==> config.mk <==
export PLATFORM = sky130hd
export DESIGN_NAME = tpi_inserter
export DESIGN_NICKNAME = d
export VERILOG_FILES = /design/src/verilog/tpi_pkg.sv /design/src/verilog/tpi_prbs_if.sv /design/src/verilog/tpi_prbs.sv /design/src/verilog/tpi_inserter.sv
export SDC_FILE = /design/constraint.sdc
export NUM_CORES = 1
export LEC_CHECK = 0
export ABC_AREA = 1
export BUFFER_PORTS_ARGS = -buffer_cell sky130_fd_sc_hd__buf_2
export CORE_AREA = 3 3 143 158
export DETAILED_ROUTE_END_ITERATION = 10
export DIE_AREA = 0 0 146 161
export GPL_ROUTABILITY_DRIVEN = 0
export PLACE_DENSITY = 0.75
export RECOVER_POWER = 25
export REMOVE_ABC_BUFFERS = 1
export SETUP_SLACK_MARGIN = 0.3
export SLEW_MARGIN = 20
export SYNTH_ARGS = -nofsm -noshare
export SYNTH_HDL_FRONTEND = slang
export SYNTH_SLANG_ARGS = --single-unit
==> constraint.sdc <==
create_clock -name clock -period 1.8 [get_ports clock]
set_input_delay 0.09 -clock clock [delete_from_list [all_inputs] [get_ports clock]]
set_output_delay 0.09 -clock clock [all_outputs]
set_load 0.01 [all_outputs]
==> src/verilog/tpi_pkg.sv <==
// Package for the image datapath test pattern inserter.
// Assumes a 16-bit configuration port with word addresses and 10-bit lanes.
`default_nettype none

package tpi_pkg;

    // Widths of the configuration port and of the datapaths
    localparam int unsigned ADDR_W  = 9;
    localparam int unsigned DATA_W  = 16;
    localparam int unsigned LANES   = 4;
    localparam int unsigned WORD_W  = 10;
    localparam int unsigned NARROW_W = 8;

    // Register addresses
    localparam logic [8:0] ADDR_RESERVED_STATUS_A  = 9'h08a;
    localparam logic [8:0] ADDR_RESERVED_STATUS_B  = 9'h08b;
    localparam logic [8:0] ADDR_RESERVED_SETTING_A = 9'h08c;
    localparam logic [8:0] ADDR_RESERVED_SETTING_B = 9'h08d;
    localparam logic [8:0] ADDR_PATTERN_MODE       = 9'h090;
    localparam logic [8:0] ADDR_RESERVED_SETTING_C = 9'h091;
    localparam logic [8:0] ADDR_LANE01_LOW         = 9'h092;
    localparam logic [8:0] ADDR_LANE23_LOW         = 9'h093;
    localparam logic [8:0] ADDR_RESERVED_SETTING_D = 9'h094;
    localparam logic [8:0] ADDR_SPARE_LOW          = 9'h095;
    localparam logic [8:0] ADDR_LANE_HIGH          = 9'h096;

    // Reset values
    localparam logic [15:0] RST_RESERVED_SETTING_A = 16'h0000;
    localparam logic [15:0] RST_RESERVED_SETTING_B = 16'hffff;
    localparam logic [15:0] RST_PATTERN_MODE       = 16'h0000;
    localparam logic [15:0] RST_RESERVED_SETTING_C = 16'h0000;
    localparam logic [15:0] RST_LANE01_LOW         = 16'h0100;
    localparam logic [15:0] RST_LANE23_LOW         = 16'h0302;
    localparam logic [15:0] RST_RESERVED_SETTING_D = 16'h0504;
    localparam logic [15:0] RST_SPARE_LOW          = 16'h0706;
    localparam logic [15:0] RST_LANE_HIGH          = 16'h0000;

    // Field positions in pattern_mode_control
    localparam int unsigned BIT_INSERT_EN = 0;
    localparam int unsigned BIT_RAMP_SEL  = 1;
    localparam int unsigned BIT_PRBS_EN   = 2;
    localparam int unsigned BIT_FRAMED    = 3;
    localparam logic [15:0] MODE_MASK     = 16'h000f;

    // Field layout of the low and high pattern registers
    localparam int unsigned LOW_FIELD_W  = 8;
    localparam int unsigned HIGH_FIELD_W = 2;
    localparam logic [15:0] HIGH_MASK    = 16'h00ff;

    // Pseudo-random generator shape
    localparam int unsigned PRBS_W       = 15;
    localparam logic [14:0] PRBS_SEED    = 15'h7fff;

endpackage

`default_nettype wire

==> src/verilog/tpi_prbs_if.sv <==
// Carrier between the inserter core and its pseudo-random generator.
// Both ends run on the same clock; no crossing is involved.
`default_nettype none

interface tpi_prbs_if;
    import tpi_pkg::*;
    logic                restart;  // Reload the seed
    logic                advance;  // Step once per output word
    logic [PRBS_W-1:0]   state;    // Current shift register contents

    modport gen  (input restart, input advance, output state);
    modport user (output restart, output advance, input state);
endinterface

`default_nettype wire

==> src/verilog/tpi_prbs.sv <==
// Pseudo-random sequence generator, one step per output word.
// Assumes a synchronous active-high reset from the top module.
`default_nettype none

module tpi_prbs
    import tpi_pkg::*;
#(
    parameter logic [14:0] SEED = PRBS_SEED
) (
    // Clock and reset
    input  wire logic clock,
    input  wire logic rst,
    // Generator side of the carrier
    tpi_prbs_if.gen   prbs
);

    typedef struct packed {
        logic [PRBS_W-1:0] lfsr;  // Shift register
    } tpi_prbs_s;

    tpi_prbs_s cur;      // Registered state
    tpi_prbs_s next_cur; // Next state

    // Taps at x^15 + x^14 + 1; the all-zero lock-up state is never seeded
    always_comb begin
        next_cur = cur;
        if (prbs.restart) begin
            next_cur.lfsr = SEED;
        end else if (prbs.advance) begin
            next_cur.lfsr = {cur.lfsr[PRBS_W-2:0],
                             cur.lfsr[PRBS_W-1] ^ cur.lfsr[PRBS_W-2]};
        end
    end

    // State register
    always_ff @(posedge clock) begin
        if (rst) begin
            cur.lfsr <= SEED;
        end else begin
            cur <= next_cur;
        end
    end

    assign prbs.state = cur.lfsr;

endmodule

`default_nettype wire

==> src/verilog/tpi_inserter.sv <==
// Test pattern inserter for four image output datapaths.
// Assumes pixel inputs and the configuration port share the clock.
//
// Functional notes
// - Enable bit replaces pixels with test pattern
// - Ramp bit: increment, else fixed per-lane value
// - PRBS bit drives pseudo-random data instead
// - Framed bit keeps sync framing, else continuous
// - Lane0/lane1 low bytes, reset 0x00 and 0x01
// - Lane2/lane3 low bytes, reset 0x02 and 0x03
// - High bits: two-bit fields from bit zero
`default_nettype none

module tpi_inserter
    import tpi_pkg::*;
(
    // Clock and reset
    input  wire logic                     clock,
    input  wire logic                     resetn,
    // Configuration port, word addressed
    input  wire logic [tpi_pkg::ADDR_W-1:0] cfg_addr,
    input  wire logic [tpi_pkg::DATA_W-1:0] cfg_wdata,
    input  wire logic                     cfg_write,
    input  wire logic                     cfg_read,
    output logic [tpi_pkg::DATA_W-1:0]    cfg_rdata,
    output logic                          cfg_rvalid,
    // Pixel stream from the sensor datapath
    input  wire logic [tpi_pkg::LANES*tpi_pkg::WORD_W-1:0] in_data,
    input  wire logic                     in_valid,
    input  wire logic                     in_frame_start,
    input  wire logic                     in_line_start,
    input  wire logic                     narrow_mode,
    // Stream towards the output serialisers
    output logic [tpi_pkg::LANES*tpi_pkg::WORD_W-1:0] out_data,
    output logic                          out_valid,
    output logic                          out_frame_start,
    output logic                          out_line_start
);

    typedef struct packed {
        logic [DATA_W-1:0] rsv_a;        // reserved_setting_a
        logic [DATA_W-1:0] rsv_b;        // reserved_setting_b
        logic [DATA_W-1:0] mode;         // pattern_mode_control
        logic [DATA_W-1:0] rsv_c;        // reserved_setting_c
        logic [DATA_W-1:0] lane01_low;   // lane01_pattern_low
        logic [DATA_W-1:0] lane23_low;   // lane23_pattern_low
        logic [DATA_W-1:0] rsv_d;        // reserved_setting_d
        logic [DATA_W-1:0] spare_low;    // spare_pattern_low
        logic [DATA_W-1:0] high_bits;    // lane_pattern_high_bits
        logic [LANES*WORD_W-1:0] ramp;   // Per-lane ramp values
        logic [DATA_W-1:0] rdata;        // Read answer
        logic              rvalid;       // Read answer strobe
        logic [LANES*WORD_W-1:0] odata;  // Output words
        logic              ovalid;       // Output valid
        logic              ofs;          // Output frame start
        logic              ols;          // Output line start
    } tpi_inserter_s;

    tpi_inserter_s cur;       // Registered state
    tpi_inserter_s next_cur;  // Next state
    logic [1:0]    rst_pipe;  // Reset release synchroniser
    logic          rst;       // Synchronised active-high reset

    tpi_prbs_if prbs_link (); // Link to the generator

    // Programmed value of one lane: high field above low byte
    function automatic logic [WORD_W-1:0] lane_value(
        input logic [DATA_W-1:0] lo01,
        input logic [DATA_W-1:0] lo23,
        input logic [DATA_W-1:0] hi,
        input int unsigned       lane
    );
        logic [LOW_FIELD_W-1:0]  lo;
        logic [HIGH_FIELD_W-1:0] hb;
        lo = 8'h00;
        hb = 2'h0;
        case (lane)
            0: lo = lo01[7:0];
            1: lo = lo01[15:8];
            2: lo = lo23[7:0];
            default: lo = lo23[15:8];
        endcase
        hb = hi[lane*HIGH_FIELD_W +: HIGH_FIELD_W];
        return {hb, lo};
    endfunction

    // Clip a word to the active width
    function automatic logic [WORD_W-1:0] clip(
        input logic [WORD_W-1:0] w,
        input logic              narrow
    );
        return narrow ? {2'h0, w[NARROW_W-1:0]} : w;
    endfunction

    // Reset is applied at once and released through two flops
    always_ff @(posedge clock or negedge resetn) begin
        if (!resetn) begin
            rst_pipe <= 2'h3;
        end else begin
            rst_pipe <= {rst_pipe[0], 1'b0};
        end
    end
    assign rst = rst_pipe[1];

    // Pseudo-random generator
    tpi_prbs #(
        .SEED (PRBS_SEED)
    ) u_prbs (
        .clock (clock),
        .rst   (rst),
        .prbs  (prbs_link.gen)
    );

    // Mode decode
    logic insert_en;  // Fixed or ramp pattern selected
    logic ramp_sel;   // Incrementing pattern
    logic prbs_en;    // Pseudo-random pattern selected
    logic framed;     // Keep sync framing
    logic any_test;   // Some test source replaces pixels
    logic word_step;  // An output word is produced this cycle
    assign insert_en = cur.mode[BIT_INSERT_EN];
    assign ramp_sel  = cur.mode[BIT_RAMP_SEL];
    assign prbs_en   = cur.mode[BIT_PRBS_EN];
    assign framed    = cur.mode[BIT_FRAMED];
    assign any_test  = insert_en | prbs_en;
    // Unframed test data streams every cycle; framed follows pixel valid
    assign word_step = any_test & (framed ? in_valid : 1'b1);

    // Generator steps once per word and restarts while idle
    assign prbs_link.restart = ~prbs_en;
    assign prbs_link.advance = prbs_en & word_step;

    // Next-state logic: register writes, reads, pattern and output
    always_comb begin
        next_cur        = cur;
        next_cur.rvalid = 1'b0;

        // Register writes; reserved bits are not stored
        if (cfg_write) begin
            if (cfg_addr == ADDR_RESERVED_SETTING_A) begin
                next_cur.rsv_a = cfg_wdata;
            end else if (cfg_addr == ADDR_RESERVED_SETTING_B) begin
                next_cur.rsv_b = cfg_wdata;
            end else if (cfg_addr == ADDR_PATTERN_MODE) begin
                next_cur.mode = cfg_wdata & MODE_MASK;
            end else if (cfg_addr == ADDR_RESERVED_SETTING_C) begin
                next_cur.rsv_c = cfg_wdata;
            end else if (cfg_addr == ADDR_LANE01_LOW) begin
                next_cur.lane01_low = cfg_wdata;
            end else if (cfg_addr == ADDR_LANE23_LOW) begin
                next_cur.lane23_low = cfg_wdata;
            end else if (cfg_addr == ADDR_RESERVED_SETTING_D) begin
                next_cur.rsv_d = cfg_wdata;
            end else if (cfg_addr == ADDR_SPARE_LOW) begin
                next_cur.spare_low = cfg_wdata;
            end else if (cfg_addr == ADDR_LANE_HIGH) begin
                next_cur.high_bits = cfg_wdata & HIGH_MASK;
            end
        end

        // Register reads answer one cycle later; unmapped reads give zero
        if (cfg_read) begin
            next_cur.rvalid = 1'b1;
            if (cfg_addr == ADDR_RESERVED_STATUS_A) begin
                next_cur.rdata = 16'h0000;
            end else if (cfg_addr == ADDR_RESERVED_STATUS_B) begin
                next_cur.rdata = 16'h0000;
            end else if (cfg_addr == ADDR_RESERVED_SETTING_A) begin
                next_cur.rdata = cur.rsv_a;
            end else if (cfg_addr == ADDR_RESERVED_SETTING_B) begin
                next_cur.rdata = cur.rsv_b;
            end else if (cfg_addr == ADDR_PATTERN_MODE) begin
                next_cur.rdata = cur.mode;
            end else if (cfg_addr == ADDR_RESERVED_SETTING_C) begin
                next_cur.rdata = cur.rsv_c;
            end else if (cfg_addr == ADDR_LANE01_LOW) begin
                next_cur.rdata = cur.lane01_low;
            end else if (cfg_addr == ADDR_LANE23_LOW) begin
                next_cur.rdata = cur.lane23_low;
            end else if (cfg_addr == ADDR_RESERVED_SETTING_D) begin
                next_cur.rdata = cur.rsv_d;
            end else if (cfg_addr == ADDR_SPARE_LOW) begin
                next_cur.rdata = cur.spare_low;
            end else if (cfg_addr == ADDR_LANE_HIGH) begin
                next_cur.rdata = cur.high_bits;
            end else begin
                next_cur.rdata = 16'h0000;
            end
        end

        // Ramp values reload while the ramp is idle or at a frame start when framed,
        // so a framed ramp restarts at the programmed value on the word after a frame start
        for (int i = 0; i < LANES; i++) begin
            if (!(insert_en && ramp_sel) ||
                (framed && in_frame_start)) begin
                next_cur.ramp[i*WORD_W +: WORD_W] =
                    clip(lane_value(cur.lane01_low, cur.lane23_low,
                                    cur.high_bits, i), narrow_mode);
            end else if (word_step) begin
                next_cur.ramp[i*WORD_W +: WORD_W] =
                    clip(cur.ramp[i*WORD_W +: WORD_W] + 10'h001,
                         narrow_mode);
            end
        end

        // Output words; the pseudo-random source wins over the pattern
        for (int i = 0; i < LANES; i++) begin
            if (prbs_en) begin
                next_cur.odata[i*WORD_W +: WORD_W] =
                    clip(prbs_link.state[i +: WORD_W], narrow_mode);
            end else if (insert_en && ramp_sel) begin
                // Clip again: the ramp was stepped under the old width
                next_cur.odata[i*WORD_W +: WORD_W] =
                    clip(cur.ramp[i*WORD_W +: WORD_W], narrow_mode);
            end else if (insert_en) begin
                next_cur.odata[i*WORD_W +: WORD_W] =
                    clip(lane_value(cur.lane01_low, cur.lane23_low,
                                    cur.high_bits, i), narrow_mode);
            end else begin
                next_cur.odata[i*WORD_W +: WORD_W] =
                    in_data[i*WORD_W +: WORD_W];
            end
        end
        // Framing: unframed test data is valid every cycle with no syncs
        if (any_test && !framed) begin
            next_cur.ovalid = 1'b1;
            next_cur.ofs    = 1'b0;
            next_cur.ols    = 1'b0;
        end else begin
            next_cur.ovalid = in_valid;
            next_cur.ofs    = in_frame_start;
            next_cur.ols    = in_line_start;
        end
    end

    // State register with synchronous reset from the synchronised copy
    always_ff @(posedge clock) begin
        if (rst) begin
            cur            <= '0;
            cur.rsv_a      <= RST_RESERVED_SETTING_A;
            cur.rsv_b      <= RST_RESERVED_SETTING_B;
            cur.mode       <= RST_PATTERN_MODE;
            cur.rsv_c      <= RST_RESERVED_SETTING_C;
            cur.lane01_low <= RST_LANE01_LOW;
            cur.lane23_low <= RST_LANE23_LOW;
            cur.rsv_d      <= RST_RESERVED_SETTING_D;
            cur.spare_low  <= RST_SPARE_LOW;
            cur.high_bits  <= RST_LANE_HIGH;
        end else begin
            cur <= next_cur;
        end
    end

    // Outputs straight from the state register
    assign cfg_rdata       = cur.rdata;
    assign cfg_rvalid      = cur.rvalid;
    assign out_data        = cur.odata;
    assign out_valid       = cur.ovalid;
    assign out_frame_start = cur.ofs;
    assign out_line_start  = cur.ols;

endmodule

`default_nettype wire

==> results of run 1 <==
==> final cells by class <==
cell class	count	area share
clock inverter	8	0.00848
multi-input combinational	1053	0.399
inverter	155	0.0413
tap	290	0.0254
sequential	241	0.341
timing repair buffer	272	0.132
clock buffer	36	0.0524
==> repair_timing <==
item / in CTS / in global routing
gates cloned: 0 / 2
setup endpoints to repair: 61 / 83
endpoints found under the hold margin: 115 / 0
resized for setup: 47 / 77
pin swaps: 12 / 24
setup buffers: 3 / 16
hold buffers: 45 / 0
==> how the worst max path moves through the flow <==
stage	from	to	cells past startpoint
5_1_grt	rst_pipe[1]	cur[62]	4
3_5_place_dp	cfg_addr[1]	cur[123]	10
2_1_floorplan	rst_pipe[1]	cur[86]	3
6_report	rst_pipe[1]	cur[60]	4
3_3_place_gp	cfg_addr[1]	cur[123]	10
4_1_cts	cur[80]	cur[88]	9
==> flip-flops by register name, indices dropped and copies added, names as in the netlist <==
name	count
cfg_rdata	16
rst_pipe	2
cur	164
out_data	40
out_frame_start	1
cfg_rvalid	1
out_valid	1
u_prbs.prbs.state	15
out_line_start	1
==> worst max-delay path, stage by stage, from the launching register on <==
cell and delay [ns]:
dfstp_1 0.83, clkinv_2 0.22, buf_12 0.23, o21ai_0 0.17, a211oi_1 0.10
==> power by group through the flow <==
stage	sequential (mW)	clock [mW]	combinational, mW
floorplan	5.59	0	0.266
global placement	5.54	0	0.642
detailed placement	5.54	0	0.648
CTS	5.43	5.53	0.732
global route	5.42	5.74	0.817
finish	5.42	5.53	0.750
==> routing by layer <==
metal	vias to the layer above	wire length (um)
met3	153	3640
li1	5623	-
met2	728	18000
met4	0	1840
met5	-	0
met1	5558	15500
==> logic make-up (layout without fill, tap and decap cells) <==
kind of cell / count (synthesis) / count (layout) / synth area share
AO/OA/AOI/OAI: 444 / 444 / 0.221
XOR/XNOR: 12 / 12 / 0.00910
adder cells (fa/ha/maj): 4 / 4 / 0.00434
buffers and inverters: 299 / 471 / 0.122
flip-flops: 241 / 241 / 0.419
other: 1 / 1 / 0.000325
AND/OR/NAND/NOR: 591 / 592 / 0.224
==> synth_stat cells (all sizes together) <==
master	n
nand2	331
dfxtp	239
a21oi	202
inv	151
nor2	127
o21ai	125
buf	94
nand3	89
clkbuf	50
o211ai	45
o221ai	37
nand4	23
nor3	20
xor2	11
a211oi	10
a31oi	9
o22ai	7
a2111oi	4
clkinv	4
ha	4
dfstp	2
a21o	1
a221oi	1
a311oi	1
a31o	1
conb	1
nor4	1
o21ba	1
xnor2	1
==> results by group, run 1 <==
Status
  – Status: finished, final reports clean

Placement
  – Pre-CTS setup slack: -0.106 ns
  – Port Buffers: 132
  – Placed instance area: 0.0124 mm^2
  – Final HPWL DP: 25900 um
  – DP Cell Count: 1945

Pwr
  – Comb power frac: 0.064
  – Sw power: 2.71 mW
  – Power Density: 818 mW/mm^2
  – LEAKAGE: 5.88 nW
  – Tot Pwr: 11.7 mW
  – IR drop worst, VDD: 0.753 mV
  – Int Pwr: 8.99 mW
  – Switching Share: 0.231
  – Sequential power share: 0.463
  – Clock power frac: 0.473

Worst setup path
  – FF-to-FF setup slack: 0.07 ns
  – Reg-to-Reg Start: rst_pipe[1]
  – Setup CP Type: flop to flop
  – Worst EP required: 2.20 ns
  – Reg2reg end: cur[60]
  – CP endpoint kind: flop
  – Worst-path fanout max: 63
  – Register-to-Register Path Depth: 4
  – Arrival @ worst endpoint: 2.13 ns
  – Critical Path Start Type: flop

CTS
  – Longest Clk Path Bufs: 3
  – Total CTS buffers: 26
  – Clock transition at the registers of the reported paths: 0.06 ns
  – Root buf cell: clkbuf_16
  – CTS tree: built
  – CTS H-tree lvls: 1
  – CTS Sinks: 241
  – Clock Latency Late Sink: 0.54 ns

Global route
  – Tot GR Track Use: 0.303
  – GR Util met1: 0.403
  – Largest net degree at the start of global routing: 64
  – Global route overflow: 0
  – First-pass GRT wire length: 58500 um
  – Initial antenna violation count: 0
  – GR Util met3: 0.0426
  – GR peak layer: met2
  – Met2 global-route usage: 0.509
  – Vias in the first global route: 11000

Logic synthesis
  – Mean post-synth cell area: 7.25 um^2
  – Yosys synthesis warning count: 0
  – Top-area cell type share of the netlist area: 0.414
  – #FFs+latches synth: 241
  – Area contributors post-synth: dfxtp_1, nand2_1, a21oi_1, o21ai_0, inv_1
  – Yosys top cell by area: dfxtp_1
  – Cell variety after synth: 44
  – Post-Syn Area: 0.0115 mm^2
  – Post-Synthesis Cells: 1592
  – Register area share after synthesis: 0.419

Die
  – Starting density of the core: 0.544
  – Core Area: 0.0212 mm^2
  – Area of the die: 0.0235 mm^2
  – Vert. Die Dim: 161 um
  – Cell Rows: 56
  – Boundary pin count: 133
  – Die width: 146 um

Layout
  – N_diodes: 0
  – Most common cell after layout, fill and taps aside: nand2_1
  – Fillers: 1805
  – Most frequent cells in the layout: nand2_1, dfxtp_1, a21oi_1, inv_1, o21ai_0
  – Final Instance Area: 0.0143 mm^2
  – Nets: 1826
  – Non-Filler Instances: 2055
  – Layout cells sized above 1: 0.184
  – Multi-input gate area: 0.00570 mm^2
  – Area Overhead vs Synth: 23.9%
  – Register area: 0.00488 mm^2
  – Finished Core Util: 0.674

STA
  – Final Skew: 0.0197 ns
  – Max Fclk: 578 MHz
  – Hold_ws: 0.00318 ns
  – Worst slew pin tran: 0.669 ns
  – RSZ-0062 raised after global routing: yes
  – Min cycle time layout: 1.73 ns
  – Period utilization: 0.961
  – Final Max Tran Viols: 0
  – Final Hold Violating Endpoints: 0
  – Final setup viols: 0
  – Max-slew headroom: 0.553
  – Total negative slack: 0 ns
  – Post-route worst setup slack: 0.0696 ns

Detailed routing
  – Total wire length: 39100 um
  – Routed via count: 12100
  – Antenna viol nets, final: 0
  – Pre-antenna DRT Iters: 6
  – Via density: 5.87
  – Avg WL per Cell: 19.0 um
  – DR DRC count: 0
  – DRT iter0 DRCs: 1485

Min path
  – Hold Crit Depth: 5
  – Hold Crit Start: in_data[30]
  – Worst Hold Path EP: out_data[30]
  – Type of the worst min-delay path: input pin to flop

Run
  – Maxcap violations: 0
Note: power is estimated with default switching activity, not from simulation.
==> inputs of run 2 (changes only) <==
--- a/config.mk
+++ b/config.mk
@@ -7,11 +7,13 @@
 export LEC_CHECK = 0
 export ABC_AREA = 1
 export BUFFER_PORTS_ARGS = -buffer_cell sky130_fd_sc_hd__buf_2
-export CORE_AREA = 3 3 143 158
+export CELL_PAD_IN_SITES_DETAIL_PLACEMENT = 0
+export CELL_PAD_IN_SITES_GLOBAL_PLACEMENT = 2
+export CORE_AREA = 3 3 183 203
 export DETAILED_ROUTE_END_ITERATION = 10
-export DIE_AREA = 0 0 146 161
+export DIE_AREA = 0 0 186 206
 export GPL_ROUTABILITY_DRIVEN = 0
-export PLACE_DENSITY = 0.75
+export PLACE_DENSITY = 0.78
 export RECOVER_POWER = 25
 export REMOVE_ABC_BUFFERS = 1
 export SETUP_SLACK_MARGIN = 0.3
==> results by group, run 2 (synthesized netlist as in run 1, its figures left out) <==
CTS
  – Root buf cell: clkbuf_16
  – Clock Latency Late Sink: 0.55 ns (about the same)
  – CTS tree: built
  – Clock transition at the registers of the reported paths: 0.06 ns (about the same)
  – CTS H-tree lvls: 1 (unchanged)
  – Longest Clk Path Bufs: 3 (unchanged)
  – Total CTS buffers: 29 (+12%)
  – CTS Sinks: 241 (unchanged)

Global route
  – Largest net degree at the start of global routing: 70 (+9.4%)
  – Global route overflow: 0 (unchanged)
  – Tot GR Track Use: 0.216 (-0.0867)
  – Initial antenna violation count: 0 (unchanged)
  – Vias in the first global route: 11100 (+1.1%)
  – First-pass GRT wire length: 64600 um (+10%)

Detailed routing
  – Antenna viol nets, final: 0 (unchanged)
  – Total wire length: 42500 um (+8.8%)
  – DRT iter0 DRCs: 784 (-47%)
  – Via density: 5.03 (-14%)
  – Pre-antenna DRT Iters: 5 (-1)
  – Routed via count: 11400 (-5.6%)
  – DR DRC count: 0 (unchanged)
  – Avg WL per Cell: 18.8 um (-1.1%)

Die
  – Die width: 186 um (+27%)
  – Boundary pin count: 133 (unchanged)
  – Vert. Die Dim: 206 um (+28%)
  – Area of the die: 0.0383 mm^2 (+63%)
  – Starting density of the core: 0.329 (-0.215)
  – Core Area: 0.0351 mm^2 (+65%)
  – Cell Rows: 72 (+29%)

Worst setup path
  – Setup CP Type: flop to flop
  – Slowest cell on the critical path: dfstp_1
  – Critical path's largest stage delay: 0.61 ns (-0.22 ns)
  – Critical Path Start Type: flop
  – Worst EP required: 2.24 ns (+0.04 ns)
  – FF-to-FF setup slack: 0.21 ns (+0.14 ns)
  – CP endpoint kind: flop
  – Arrival @ worst endpoint: 2.03 ns (-0.10 ns)
  – CP Cell Sequence: clkinvlp_2, buf_12, buf_6, o21ai_0, a21oi_1
  – Delay-heaviest family, CP: buffers and inverters
  – Worst-path fanout max: 33 (-48%)
  – Crit path buffers/inverters: 3 (+1)

Placement
  – Final HPWL DP: 31000 um (+20%)
  – Port Buffers: 132 (unchanged)
  – DP Cell Count: 2133 (+9.7%)
  – Placed instance area: 0.0129 mm^2 (+4.3%)

Layout
  – Largest register FFs: 164 (unchanged)
  – Area Overhead vs Synth: 31.2%
  – Most common cell after layout, fill and taps aside: nand2_1
  – Fillers: 3646 (+100%)
  – Largest Register: cur
  – N_diodes: 0 (unchanged)
  – Final Instance Area: 0.0151 mm^2 (+5.9%)
  – Non-Filler Instances: 2262 (+10%)
  – Register area: 0.00490 mm^2 (+0.26%)
  – Most frequent cells in the layout: nand2_1, dfxtp_1, a21oi_1, inv_1, o21ai_0
  – Layout cells sized above 1: 0.211 (+0.0271)
  – Nets: 1873 (+2.6%)
  – Multi-input gate area: 0.00570 mm^2 (-0.15%)

STA
  – Final Max Tran Viols: 0 (unchanged)
  – Final Skew: 0.0138 ns (-0.00584 ns)
  – Min cycle time layout: 1.59 ns (-0.141 ns)
  – Final setup viols: 0 (unchanged)
  – Hold_ws: 0.0238 ns (+0.0206 ns)
  – RSZ-0062 raised after global routing: yes
  – Final Hold Violating Endpoints: 0 (unchanged)
  – Period utilization: 0.883 (-0.0783)
  – Max Fclk: 629 MHz (+8.9%)

Pwr
  – IR drop worst, VDD: 0.631 mV (-16%)
  – Power Density: 839 mW/mm^2 (+2.6%)
  – LEAKAGE: 6.29 nW (+7.0%)

Min path
  – Type of the worst min-delay path: input pin to flop

Status
  – Status: finished, final reports clean

Run
  – Maxcap violations: 0 (unchanged)
-- run 2: cell count changes in the layout (fill, tap and decap cells not counted), moves of 4 or more --
cell      delta
buf_12       +7
dfxtp_4      +4
buf_4       +33
o221ai_2     -4
clkbuf_1     -5
o221ai_1     +6
nand2_1      -4
-- run 2: worst reg2reg max path, stage by stage, from the launching register on --
cell and delay [ns]:
dfstp_1 0.61, clkinvlp_2 0.24, buf_12 0.23, buf_6 0.21, o21ai_0 0.12, a21oi_1 0.06
-- run 2: final cells by class --
| cell class | instances | area share |
|---|---|---|
| multi-input combinational | 1052 | 0.376 |
| sequential | 241 | 0.323 |
| timing repair inverter | 1 | 0.000496 |
| tap | 444 | 0.0367 |
| clock inverter | 15 | 0.0155 |
| clock buffer | 38 | 0.0548 |
| timing repair buffer | 316 | 0.154 |
| inverter | 155 | 0.0395 |
-- run 2: final timing paths --
kind	from	endpoint	cells after the start
max	rst_pipe[1]	cur[178]	5
min	in_valid	u_prbs.prbs.state[1]	5
max reg2reg	rst_pipe[1]	cur[178]	5
min reg2reg	rst_pipe[0]	rst_pipe[1]	0
max in group asynchronous	resetn	rst_pipe[0]	3
min in group asynchronous	resetn	rst_pipe[0]	3
-- run 2: metal layers --
layer  vias to the layer above  GRT usage  routed length (um)
met4                         0     0.0601                1210
met5                         -          0                   0
met3                        67     0.0259                1910
met1                      5269      0.287               19300
met2                       339      0.370               20100
li1                       5713          -                   -
-- run 2: timing repair --
| item | CTS | global route |
|---|---|---|
| setup buffers | 10 | 17 |
| endpoints found under the hold margin | 135 | 0 |
| setup endpoints to repair | 125 | 111 |
| pin swaps | 13 | 39 |
| resized for setup | 59 | 88 |
| gates cloned | 0 | 1 |
| hold buffers | 48 | 0 |
-- run 2: through the flow --
step / TNS (ns) / worst slack, ns / utilization / power [mW]
floorplan: -211.96 / -1.27 / - / 5.85
global placement: -0.00181 / -0.00181 / 0.368 / 6.25
detailed placement: -0.00699 / -0.00699 / 0.368 / 6.25
CTS: 0 / 0.279 / 0.420 / 12.9
global route: 0 / 0.134 / 0.431 / 13.1
finish: 0 / 0.210 / 0.431 / 12.7
-- run 2: power by group --
| part | total [mW] | switching [mW] | leakage (nW) | internal [mW] |
|---|---|---|---|---|
| combinational | 0.794 | 0.480 | 3.78 | 0.314 |
| sequential | 5.41 | 0.0277 | 1.97 | 5.38 |
| clock | 6.50 | 2.41 | 0.533 | 4.09 |
